[src/bra_pkg.sv]
// Package for the decimal and real accumulator adder.
// Assumes a single clock domain and a classic Wishbone register slave.
package bra_pkg;

    // =========================================================
    // Register map, byte addresses of 32-bit words
    localparam logic [7:0] BRA_ADDR_ACC = 8'h00;
    localparam logic [7:0] BRA_ADDR_OPERAND = 8'h04;
    localparam logic [7:0] BRA_ADDR_CMD = 8'h08;
    localparam logic [7:0] BRA_ADDR_FLAGS = 8'h0C;
    localparam logic [7:0] BRA_ADDR_IRQ_STAT = 8'h10;
    localparam logic [7:0] BRA_ADDR_IRQ_MASK = 8'h14;

    // =========================================================
    // Field positions and reset values
    localparam int BRA_FLAGS_BUSY_BIT = 31;
    localparam int BRA_IRQ_W = 2;
    localparam int BRA_IRQ_DONE_BIT = 0;
    localparam int BRA_IRQ_ERR_BIT = 1;
    localparam logic [31:0] BRA_ACC_RST = 32'h0000_0000;
    localparam logic [1:0] BRA_IRQ_MASK_RST = 2'h0;

    // =========================================================
    // Number formats
    localparam int BRA_BCD_DIGITS = 8;
    localparam logic [3:0] BRA_BCD_MAX_DIGIT = 4'h9;
    localparam int BRA_HALF_W = 16;
    localparam int BRA_FP_EXP_W = 8;
    localparam int BRA_FP_FRAC_W = 23;
    localparam logic [7:0] BRA_FP_EXP_MAX = 8'hFF;
    localparam logic [4:0] BRA_FP_SHIFT_LIMIT = 5'h19;

    // =========================================================
    // Command encodings
    typedef enum logic [1:0] {
        BRA_OP_NONE = 2'h0,
        BRA_OP_ADD16 = 2'h1,
        BRA_OP_ADD32 = 2'h2,
        BRA_OP_ADDREAL = 2'h3
    } bra_op_t;

    typedef enum logic [1:0] {
        BRA_SRC_DIRECT = 2'h0,
        BRA_SRC_POINTER = 2'h1,
        BRA_SRC_IMMEDIATE = 2'h2,
        BRA_SRC_RSVD = 2'h3
    } bra_src_t;

    // Command word: [1:0] op, [3:2] source, [4] pointer designates valid memory
    typedef struct packed {
        logic ptr_ok;
        bra_src_t src;
        bra_op_t op;
    } bra_cmd_t;

    // Flags word, bit 0 upward: zero, carry16, carry32, negative, pointer,
    // float, sign error, underflow, operand
    typedef struct packed {
        logic invalid_operand_flag;
        logic float_underflow_flag;
        logic sign_error_flag;
        logic invalid_float_flag;
        logic invalid_pointer_flag;
        logic negative_result_flag;
        logic wide_carry_flag;
        logic narrow_carry_flag;
        logic zero_result_flag;
    } bra_flags_t;

    localparam bra_flags_t BRA_FLAGS_RST = 9'h000;

    // Real adder answer
    typedef struct packed {
        logic [31:0] sum;
        logic underflow;
        logic overflow;
        logic sign_err;
        logic bad_operand;
    } bra_fp_res_t;

endpackage

[src/bra_adder.sv]
// Accumulator adder: 16-bit BCD, 32-bit BCD and single-precision real adds.
// Assumes a classic Wishbone master on the one clock, supplying fetched operands.
//
// Function
// - Four-digit BCD add of accumulator low half and a memory word into accumulator.
// - Eight-digit BCD add of whole accumulator and a 32-bit operand.
// - Eight-digit operand comes from two memory words or an immediate constant.
// - Zero flag set whenever the accumulator result is zero.
// - Narrow carry flag set on carry out of the four-digit add.
// - Wide carry flag set on carry out of the eight-digit add.
// - Negative flag set whenever the accumulator value is negative.
// - Invalid operand flag set when a BCD operand holds an illegal digit.
// - Real add of accumulator and a 32-bit real operand, result in accumulator.
// - Reals use sign bit, 8-bit biased exponent, 23-bit fraction layout.
// - Invalid pointer flag set when a real add pointer names no valid memory.
// - Invalid float flag set when the accumulator is not a valid real.
// - Sign error flag set when a signed add yields a wrong sign bit.
// - Underflow flag set when a real sum is too small to represent.
// - Invalid operand flag set when a real add meets a non-real operand.
// - Each flag holds until the next operation that writes that flag.
//
// The Wishbone slave port and the address map were chosen for this implementation.
`timescale 1ns/1ns
module bra_adder (
    // Clock and reset
    input wire logic clk_i,
    input wire logic rst_i,
    // Wishbone slave
    input wire logic cyc_i,
    input wire logic stb_i,
    input wire logic we_i,
    input wire logic [7:0] adr_i,
    input wire logic [3:0] sel_i,
    input wire logic [31:0] dat_i,
    output logic [31:0] dat_o,
    output logic ack_o,
    // Status
    output bra_pkg::bra_flags_t flags_o,
    output logic busy_o,
    output logic irq_o
);
    import bra_pkg::*;

    typedef enum logic [1:0] {
        BRA_ST_IDLE,
        BRA_ST_BCD,
        BRA_ST_FP
    } bra_state_t;

    // =========================================================
    // Helpers
    // Digit-wise decimal add over all eight digits; bit 32 is the carry out
    function automatic logic [32:0] bcd_add(input logic [31:0] a, input logic [31:0] b);
        logic [32:0] r;
        logic c;
        logic [4:0] d;
        r = '0;
        c = 1'b0;
        for (int i = 0; i < BRA_BCD_DIGITS; i++) begin
            d = {1'b0, a[4*i +: 4]} + {1'b0, b[4*i +: 4]} + {4'h0, c};
            c = (d > {1'b0, BRA_BCD_MAX_DIGIT});
            r[4*i +: 4] = c ? 4'(d - 5'd10) : d[3:0];
        end
        r[32] = c;
        return r;
    endfunction

    function automatic logic bcd_bad(input logic [31:0] v);
        logic bad;
        bad = 1'b0;
        for (int i = 0; i < BRA_BCD_DIGITS; i++) begin
            bad = bad | (v[4*i +: 4] > BRA_BCD_MAX_DIGIT);
        end
        return bad;
    endfunction

    function automatic logic [31:0] byte_merge(input logic [31:0] old, input logic [31:0] nw, input logic [3:0] sel);
        logic [31:0] r;
        r = old;
        for (int i = 0; i < 4; i++) begin
            if (sel[i]) begin
                r[8*i +: 8] = nw[8*i +: 8];
            end
        end
        return r;
    endfunction

    // =========================================================
    // State
    bra_state_t state_q, state_d;
    logic [31:0] acc_q, acc_d;
    logic [31:0] operand_q;
    bra_cmd_t cmd_q;
    bra_flags_t flags_q, flags_d;
    logic [BRA_IRQ_W-1:0] irq_stat_q, irq_mask_q;
    logic ack_q;
    logic [31:0] dat_q;
    logic [BRA_IRQ_W-1:0] irq_set;

    // =========================================================
    // Bus decode
    // Writes land on the edge that sees ack high, so the master's hold is honoured
    wire req = cyc_i && stb_i;
    wire wr_fire = req && we_i && ack_q;
    wire hit_acc = (adr_i == BRA_ADDR_ACC);
    wire hit_opnd = (adr_i == BRA_ADDR_OPERAND);
    wire hit_cmd = (adr_i == BRA_ADDR_CMD);
    wire hit_flags = (adr_i == BRA_ADDR_FLAGS);
    wire hit_stat = (adr_i == BRA_ADDR_IRQ_STAT);
    wire hit_mask = (adr_i == BRA_ADDR_IRQ_MASK);
    wire idle = (state_q == BRA_ST_IDLE);
    wire [31:0] cmd_word = byte_merge(32'h0000_0000, dat_i, sel_i);
    wire bra_cmd_t cmd_new = bra_cmd_t'(cmd_word[$bits(bra_cmd_t)-1:0]);
    // A new command is taken only while idle; otherwise it is dropped silently
    wire cmd_go = wr_fire && hit_cmd && idle && (cmd_new.op != BRA_OP_NONE);
    wire [31:0] flags_word = {busy_o, {(31 - $bits(bra_flags_t)){1'b0}}, flags_q};
    wire [31:0] rd_mux = hit_acc ? acc_q :
                         hit_opnd ? operand_q :
                         hit_cmd ? {{(32 - $bits(bra_cmd_t)){1'b0}}, cmd_q} :
                         hit_flags ? flags_word :
                         hit_stat ? {{(32 - BRA_IRQ_W){1'b0}}, irq_stat_q} :
                         hit_mask ? {{(32 - BRA_IRQ_W){1'b0}}, irq_mask_q} :
                         32'h0000_0000;

    // =========================================================
    // Operation decode
    wire refuse_imm = (cmd_new.op == BRA_OP_ADD16) && (cmd_new.src == BRA_SRC_IMMEDIATE);
    wire bad_ptr = (cmd_new.op == BRA_OP_ADDREAL) && (cmd_new.src == BRA_SRC_POINTER) && !cmd_new.ptr_ok;
    wire [31:0] acc_lo = {16'h0000, acc_q[BRA_HALF_W-1:0]};
    wire [31:0] opnd_lo = {16'h0000, operand_q[BRA_HALF_W-1:0]};
    wire is_add16 = (cmd_q.op == BRA_OP_ADD16);
    wire [31:0] bcd_a = is_add16 ? acc_lo : acc_q;
    wire [31:0] bcd_b = is_add16 ? opnd_lo : operand_q;
    wire [32:0] bcd_sum = bcd_add(bcd_a, bcd_b);
    wire bcd_invalid = bcd_bad(bcd_a) || bcd_bad(bcd_b);
    wire fp_valid;
    bra_fp_res_t fp_res;

    bra_fp_adder u_fp (
        .clk_i(clk_i),
        .rst_i(rst_i),
        .start_i(cmd_go && (cmd_new.op == BRA_OP_ADDREAL) && !bad_ptr),
        .a_i(acc_q),
        .b_i(operand_q),
        .valid_o(fp_valid),
        .res_o(fp_res)
    );

    // =========================================================
    // Sequencer
    always_comb begin
        state_d = state_q;
        acc_d = acc_q;
        flags_d = flags_q;
        irq_set = '0;
        unique case (state_q)
            BRA_ST_IDLE: begin
                if (cmd_go) begin
                    if (refuse_imm) begin
                        irq_set[BRA_IRQ_ERR_BIT] = 1'b1;
                        irq_set[BRA_IRQ_DONE_BIT] = 1'b1;
                    end else if (bad_ptr) begin
                        flags_d.invalid_pointer_flag = 1'b1;
                        irq_set[BRA_IRQ_ERR_BIT] = 1'b1;
                        irq_set[BRA_IRQ_DONE_BIT] = 1'b1;
                    end else if (cmd_new.op == BRA_OP_ADDREAL) begin
                        state_d = BRA_ST_FP;
                    end else begin
                        state_d = BRA_ST_BCD;
                    end
                end
            end
            BRA_ST_BCD: begin
                // Illegal digits leave the accumulator alone, raise the flag and the error interrupt, and clear the carry
                if (!bcd_invalid) begin
                    acc_d = is_add16 ? {16'h0000, bcd_sum[BRA_HALF_W-1:0]} : bcd_sum[31:0];
                end
                flags_d.zero_result_flag = (acc_d == 32'h0000_0000);
                flags_d.negative_result_flag = acc_d[31];
                flags_d.invalid_operand_flag = bcd_invalid;
                if (is_add16) begin
                    flags_d.narrow_carry_flag = !bcd_invalid && bcd_sum[BRA_HALF_W];
                end else begin
                    flags_d.wide_carry_flag = !bcd_invalid && bcd_sum[32];
                end
                irq_set[BRA_IRQ_DONE_BIT] = 1'b1;
                irq_set[BRA_IRQ_ERR_BIT] = bcd_invalid;
                state_d = BRA_ST_IDLE;
            end
            BRA_ST_FP: begin
                if (fp_valid) begin
                    if (!fp_res.bad_operand) begin
                        acc_d = fp_res.sum;
                    end
                    flags_d.zero_result_flag = (acc_d[30:0] == 31'h0000_0000);
                    flags_d.negative_result_flag = acc_d[31];
                    flags_d.invalid_pointer_flag = 1'b0;
                    flags_d.invalid_float_flag = (acc_d[30:23] == BRA_FP_EXP_MAX);
                    flags_d.sign_error_flag = fp_res.sign_err;
                    flags_d.float_underflow_flag = fp_res.underflow;
                    flags_d.invalid_operand_flag = fp_res.bad_operand;
                    irq_set[BRA_IRQ_DONE_BIT] = 1'b1;
                    irq_set[BRA_IRQ_ERR_BIT] = fp_res.bad_operand | fp_res.overflow | fp_res.underflow;
                    state_d = BRA_ST_IDLE;
                end
            end
            default: begin
                state_d = BRA_ST_IDLE;
            end
        endcase
        // Software may preload the accumulator, but only between operations
        if (wr_fire && hit_acc && idle) begin
            acc_d = byte_merge(acc_q, dat_i, sel_i);
        end
    end

    // =========================================================
    // Registers
    always_ff @(posedge clk_i) begin
        if (rst_i) begin
            state_q <= BRA_ST_IDLE;
            acc_q <= BRA_ACC_RST;
            flags_q <= BRA_FLAGS_RST;
        end else begin
            state_q <= state_d;
            acc_q <= acc_d;
            flags_q <= flags_d;
        end
    end

    always_ff @(posedge clk_i) begin
        if (rst_i) begin
            operand_q <= 32'h0000_0000;
            cmd_q <= '0;
        end else begin
            if (wr_fire && hit_opnd && idle) begin
                operand_q <= byte_merge(operand_q, dat_i, sel_i);
            end
            if (cmd_go) begin
                cmd_q <= cmd_new;
            end
        end
    end

    // Set wins over a write-one clear in the same cycle
    always_ff @(posedge clk_i) begin
        if (rst_i) begin
            irq_stat_q <= '0;
            irq_mask_q <= BRA_IRQ_MASK_RST;
        end else begin
            irq_stat_q <= (irq_stat_q & ~((wr_fire && hit_stat) ? dat_i[BRA_IRQ_W-1:0] : '0)) | irq_set;
            if (wr_fire && hit_mask) begin
                irq_mask_q <= dat_i[BRA_IRQ_W-1:0];
            end
        end
    end

    // Answer one cycle after the request; unmapped reads give zero, writes are dropped
    always_ff @(posedge clk_i) begin
        if (rst_i) begin
            ack_q <= 1'b0;
            dat_q <= 32'h0000_0000;
        end else begin
            ack_q <= req && !ack_q;
            if (req && !ack_q && !we_i) begin
                dat_q <= rd_mux;
            end
        end
    end

    assign dat_o = dat_q;
    assign ack_o = ack_q;
    assign flags_o = flags_q;
    assign busy_o = !idle;
    assign irq_o = |(irq_stat_q & irq_mask_q);
endmodule

[src/bra_fp_adder.sv]
// Single-precision real adder with a registered answer one cycle after start.
// Assumes operands are held stable in the start cycle; denormals flush to zero.
`timescale 1ns/1ns
module bra_fp_adder (
    // Clock and reset
    input wire logic clk_i,
    input wire logic rst_i,
    // Request
    input wire logic start_i,
    input wire logic [31:0] a_i,
    input wire logic [31:0] b_i,
    // Answer
    output logic valid_o,
    output bra_pkg::bra_fp_res_t res_o
);
    import bra_pkg::*;

    function automatic logic [4:0] lead_zeros(input logic [23:0] v);
        logic [4:0] n;
        n = 5'd24;
        for (int i = 0; i < 24; i++) begin
            if (v[i]) begin
                n = 5'(23 - i);
            end
        end
        return n;
    endfunction

    logic valid_q;
    bra_fp_res_t res_q;

    // =========================================================
    // Align, add and normalise
    wire swap = {a_i[30:23], a_i[22:0]} < {b_i[30:23], b_i[22:0]};
    wire [31:0] big = swap ? b_i : a_i;
    wire [31:0] lesser = swap ? a_i : b_i;
    wire [7:0] e_big = big[30:23];
    wire [7:0] e_small = lesser[30:23];
    wire [23:0] m_big = (e_big == 8'h00) ? 24'h00_0000 : {1'b1, big[22:0]};
    wire [23:0] m_small = (e_small == 8'h00) ? 24'h00_0000 : {1'b1, lesser[22:0]};
    wire [7:0] shift = e_big - e_small;
    wire [23:0] m_aligned = (shift >= {3'h0, BRA_FP_SHIFT_LIMIT}) ? 24'h00_0000 : (m_small >> shift);
    wire eff_sub = big[31] ^ lesser[31];
    wire [24:0] raw = eff_sub ? ({1'b0, m_big} - {1'b0, m_aligned}) : ({1'b0, m_big} + {1'b0, m_aligned});
    wire [4:0] lz = lead_zeros(raw[23:0]);
    wire [23:0] norm = raw[23:0] << lz;
    wire [23:0] mant = raw[24] ? raw[24:1] : norm;
    wire signed [9:0] exp_n = raw[24] ? $signed({2'b00, e_big}) + 10'sd1 : $signed({2'b00, e_big}) - $signed({5'h00, lz});
    wire res_zero = (raw == 25'h000_0000);
    wire under = !res_zero && (exp_n <= 10'sd0);
    wire over = !res_zero && (exp_n >= $signed({2'b00, BRA_FP_EXP_MAX}));
    wire bad_op = (a_i[30:23] == BRA_FP_EXP_MAX) || (b_i[30:23] == BRA_FP_EXP_MAX);
    // Same-sign operands can only show a wrong sign when the sum leaves the range
    wire sign_bad = !eff_sub && over;
    wire [31:0] packed_sum = (res_zero || under) ? 32'h0000_0000 :
                             over ? {big[31], BRA_FP_EXP_MAX, 23'h00_0000} :
                             {big[31], exp_n[7:0], mant[22:0]};

    always_ff @(posedge clk_i) begin
        if (rst_i) begin
            valid_q <= 1'b0;
            res_q <= '0;
        end else begin
            valid_q <= start_i;
            if (start_i) begin
                res_q <= '{sum: packed_sum, underflow: under, overflow: over, sign_err: sign_bad,
                           bad_operand: bad_op};
            end
        end
    end

    assign valid_o = valid_q;
    assign res_o = res_q;
endmodule

[config.mk]
export PLATFORM = sky130hd
export DESIGN_NAME = bra_adder
export DESIGN_NICKNAME = d
export VERILOG_FILES = /design/src/bra_pkg.sv /design/src/bra_adder.sv /design/src/bra_fp_adder.sv
export SDC_FILE = /design/constraint.sdc
export NUM_CORES = 1
export LEC_CHECK = 0
export BUFFER_PORTS_ARGS = -buffer_cell sky130_fd_sc_hd__buf_2
export CORE_MARGIN = 8
export CORE_UTILIZATION = 60
export CTS_CLUSTER_SIZE = 16
export DETAILED_ROUTE_END_ITERATION = 6
export GPL_TIMING_DRIVEN = 1
export PLACE_DENSITY = 0.79
export SYNTH_ARGS = -nofsm -noshare
export SYNTH_HDL_FRONTEND = slang
export SYNTH_HIERARCHICAL = 1
export SYNTH_SLANG_ARGS = --single-unit
[constraint.sdc]
create_clock -name clk_i -period 35.3 [get_ports clk_i]
set_input_delay 1.765 -clock clk_i [delete_from_list [all_inputs] [get_ports clk_i]]
set_output_delay 1.765 -clock clk_i [all_outputs]
set_load 0.05 [all_outputs]
==> metrics.yaml <==
clock_tree:
  cts.sinks: 154
  clockBufferDepth: 2
  postCtsSetupBuffers: 0
  cts_resized: 0
  cts-root-buf: "clkbuf_16"
  cts_hold_buf: 0
  clk_latency_ns: 0.45
  clk_pin_slew_worst_paths_ns: 0.07
  htreeDepth: 4
  cts_tree: "built"
  numCtsBuffers: 17
finish:
  final_nets: 2518
  fillers: 2590
  area_growth_pct: 7.677
  drive_gt1_frac: 0.1239
  multi_input_area_mm2: 0.01331
  seq_area_mm2: 0.003083
setup_path:
  cp_max_fo: 8
  max_stage_delay_ns: 0.48
  startpoint_type: "register"
  crit_path_top_delay_cell: "dfxtp_1"
  cp.arrival_ns: 15.85
  worstPathRequired_ns: 35.64
  crit_top_cell: "fa_1"
  crit_buf_inv: 12
  crit_family: "adder cells"
  worstSetupEndpointType: "register"
  worstSetupPathType: "register to register"
yosys:
  ys.flop_type: "dfxtp_1"
  synth.distinct_cells: 103
  avgSynthCellArea_um2: 7.417
  synth_common_cells: "293 x nand2_1, 230 x a21oi_1, 210 x nor2_1"
  yosysSeqAreaShare: 0.1785
  synth-edff-count: 0
  syn-num-nets: 2496
  ys_warn_count: 6
  synth_top_area_share: 0.1785
  yosys.area.top_type: "dfxtp_1"
  yosysMostFrequentCell: "nand2_1"
  synth-seq-cells: 154
  syn-cell-area_mm2: 0.01728
  synthArstFlopShare: 0
  synth_cells: 2329
  synth_area_leaders: "dfxtp_1 18%, ha_1 7.3%, a21oi_1 6.7%, nand2_1 6.4%, mux2i_1 5.1%"
hold_path:
  holdCritPathClass: "register to register"
job:
  maxCapViolCount: 0
pwr:
  p_clk_frac: 0.484
  switching_share: 0.2714
  p_leak_nw: 7.538
  power.internal_mw: 0.2840
  combinationalPowerShare: 0.063
  sequentialPowerShare: 0.453
  peakVddDrop_mv: 0.03399
  power_mw: 0.3898
  power.net_switching_mw: 0.1058
  power_density_mw_per_mm2: 20.96
sta:
  relSlewSlack: 0.2100
  final-hold-violation-count: 0
  setup_tns_ns: 0
  worst_pin_slew_ns: 1.181
  max_freq_mhz: 64.50
  rsz0062_at_grt: "no"
  setup_viol: 0
  min_period_ns: 15.50
  timing.final.crit_share: 0.4392
  drv_slew: 0
  fin_skew_ns: 0.01689
global_route:
  grt-ovfl-total: 0
  antenna_found_initial: 4
  grt_usage: 0.3885
  grt_pass1_vias: 17710
  grt_pass1_wl_um: 103900
  grt_max_degree: 90
routing:
  routed_wl_um: 68690
  dr.pass1.iters: 7
  wl_per_cell_um: 24.97
  postRouteAntennaNets: 0
  viasPerCell: 7.132
  first_iter_violations: 3150
  drcViolationCount: 11
  vias: 19620
floorplan:
  die_x_um: 185.7
  core-area_mm2: 0.02855
  io_pins: 93
  dieArea_mm2: 0.03448
  start_util: 0.6051
  row_count: 62
  die_h_um: 185.7
placed_design:
  gp_congestion: 1.032
  portBuffers: 92
  dpl.hpwl_um: 51200
run_status:
  outcome: "finished with violations"
  violations: "design-rule violations"
## sequential cells by signal (all words and copies together), names as in the netlist
name / cells
u_fp/res_o: 36
acc_q: 32
dat_o: 32
operand_q: 32
flags_o: 9
cmd_q: 5
irq_mask_q: 2
irq_stat_q: 2
state_q: 2
ack_o: 1
u_fp/valid_o: 1
## layout by cell type, fill, tap and decap left out, types with 17 or more instances in the layout
master and count:
mux2_2 30, o21ai_0 121, buf_2 91, buf_4 47, nor2b_1 20, clkbuf_16 17
fa_1 17, dfxtp_1 154, nor3_1 82, a21oi_1 230, nor2_1 208, a211oi_1 29
o211ai_1 31, xnor2_1 41, o21a_1 21, and3_1 21, mux4_2 29, nand3_1 81
nand2b_1 30, a22oi_1 19, mux2i_1 88, nand4_1 25, or3_1 19, nor4_1 20
a221oi_1 41, and2_1 42, inv_1 82, ha_1 100, xor2_1 25, nand2_1 293
a311oi_1 21, a21o_1 20, a31oi_1 21
## power by group through the flow
stage	clock network, mW	logic [mW]	registers, mW
5_1_grt	0.196	0.0260	0.177
2_1_floorplan	0	0.00983	0.186
3_5_place_dp	0	0.0241	0.180
4_1_cts	0.189	0.0242	0.176
6_report	0.189	0.0247	0.176
3_3_place_gp	0	0.0239	0.180
## metrics by stage
stage / util / worst slack, ns / cells / cell area (µm²) / hold slack (ns)
after floorplan: - / 21.76 / 2329 / 17280 / 0.4319
after global placement: 0.6305 / 20.81 / 2716 / 18000 / 0.4429
after detailed placement: 0.6305 / 20.05 / 2716 / 18000 / 0.4479
after CTS: 0.6513 / 19.98 / 2748 / 18590 / 0.4559
after global routing: 0.6515 / 18.71 / 2750 / 18600 / 0.4990
final: 0.6516 / 19.80 / 2751 / 18600 / 0.4568
## tightest hold or removal path, cell delays in order, from the launching register on
cell and delay (ns):
dfxtp_1 0.31, nand2_1 0.05, a21oi_1 0.05
## area by class of cell
cell class	instances	area share
repair buffers	138	0.04345
clock buffers	18	0.02361
multi-input cells	1956	0.7156
diodes	3	0.0004036
well taps	384	0.02583
flip-flops and latches	154	0.1657
clock inverters	14	0.008408
inverters	84	0.01695
## kinds of logic (layout without fill, tap and decap cells)
| kind of cell | Yosys count | count (layout) | share of synthesized area |
|---|---|---|---|
| and+or+nand+nor | 912 | 912 | 0.2560 |
| AOI/OAI and AO/OA | 709 | 709 | 0.2746 |
| buffers and inverters | 219 | 254 | 0.05316 |
| DFF | 154 | 154 | 0.1785 |
| muxes | 148 | 148 | 0.1091 |
| adders and majority gates | 118 | 118 | 0.09285 |
| xor gates and xnor gates | 69 | 69 | 0.03585 |
| other | 0 | 3 | 0 |
## per-layer routing
layer / global-route usage / vias up / part of all wire
met4: 0.1807 / 4 / 0.055
li1: - / 8699 / -
met5: 0.01479 / - / 0.00099
met2: 0.5677 / 1504 / 0.41
met1: 0.5224 / 9163 / 0.39
met3: 0.1066 / 251 / 0.14
## worst paths after layout
check / from / end / slack, ns / depth (start not counted)
max reg2reg: acc_q[0]$_SDFFE_PP0P_ / flags_o[0]$_SDFFE_PP0P_ / 19.80 / 61
min reg2reg: dat_o[31]$_SDFFE_PP0P_ / dat_o[31]$_SDFFE_PP0P_ / 0.46 / 2
min: dat_o[31]$_SDFFE_PP0P_ / dat_o[31]$_SDFFE_PP0P_ / 0.46 / 2
max: acc_q[0]$_SDFFE_PP0P_ / flags_o[0]$_SDFFE_PP0P_ / 19.80 / 61
Note: power is estimated with default switching activity, not from simulation.
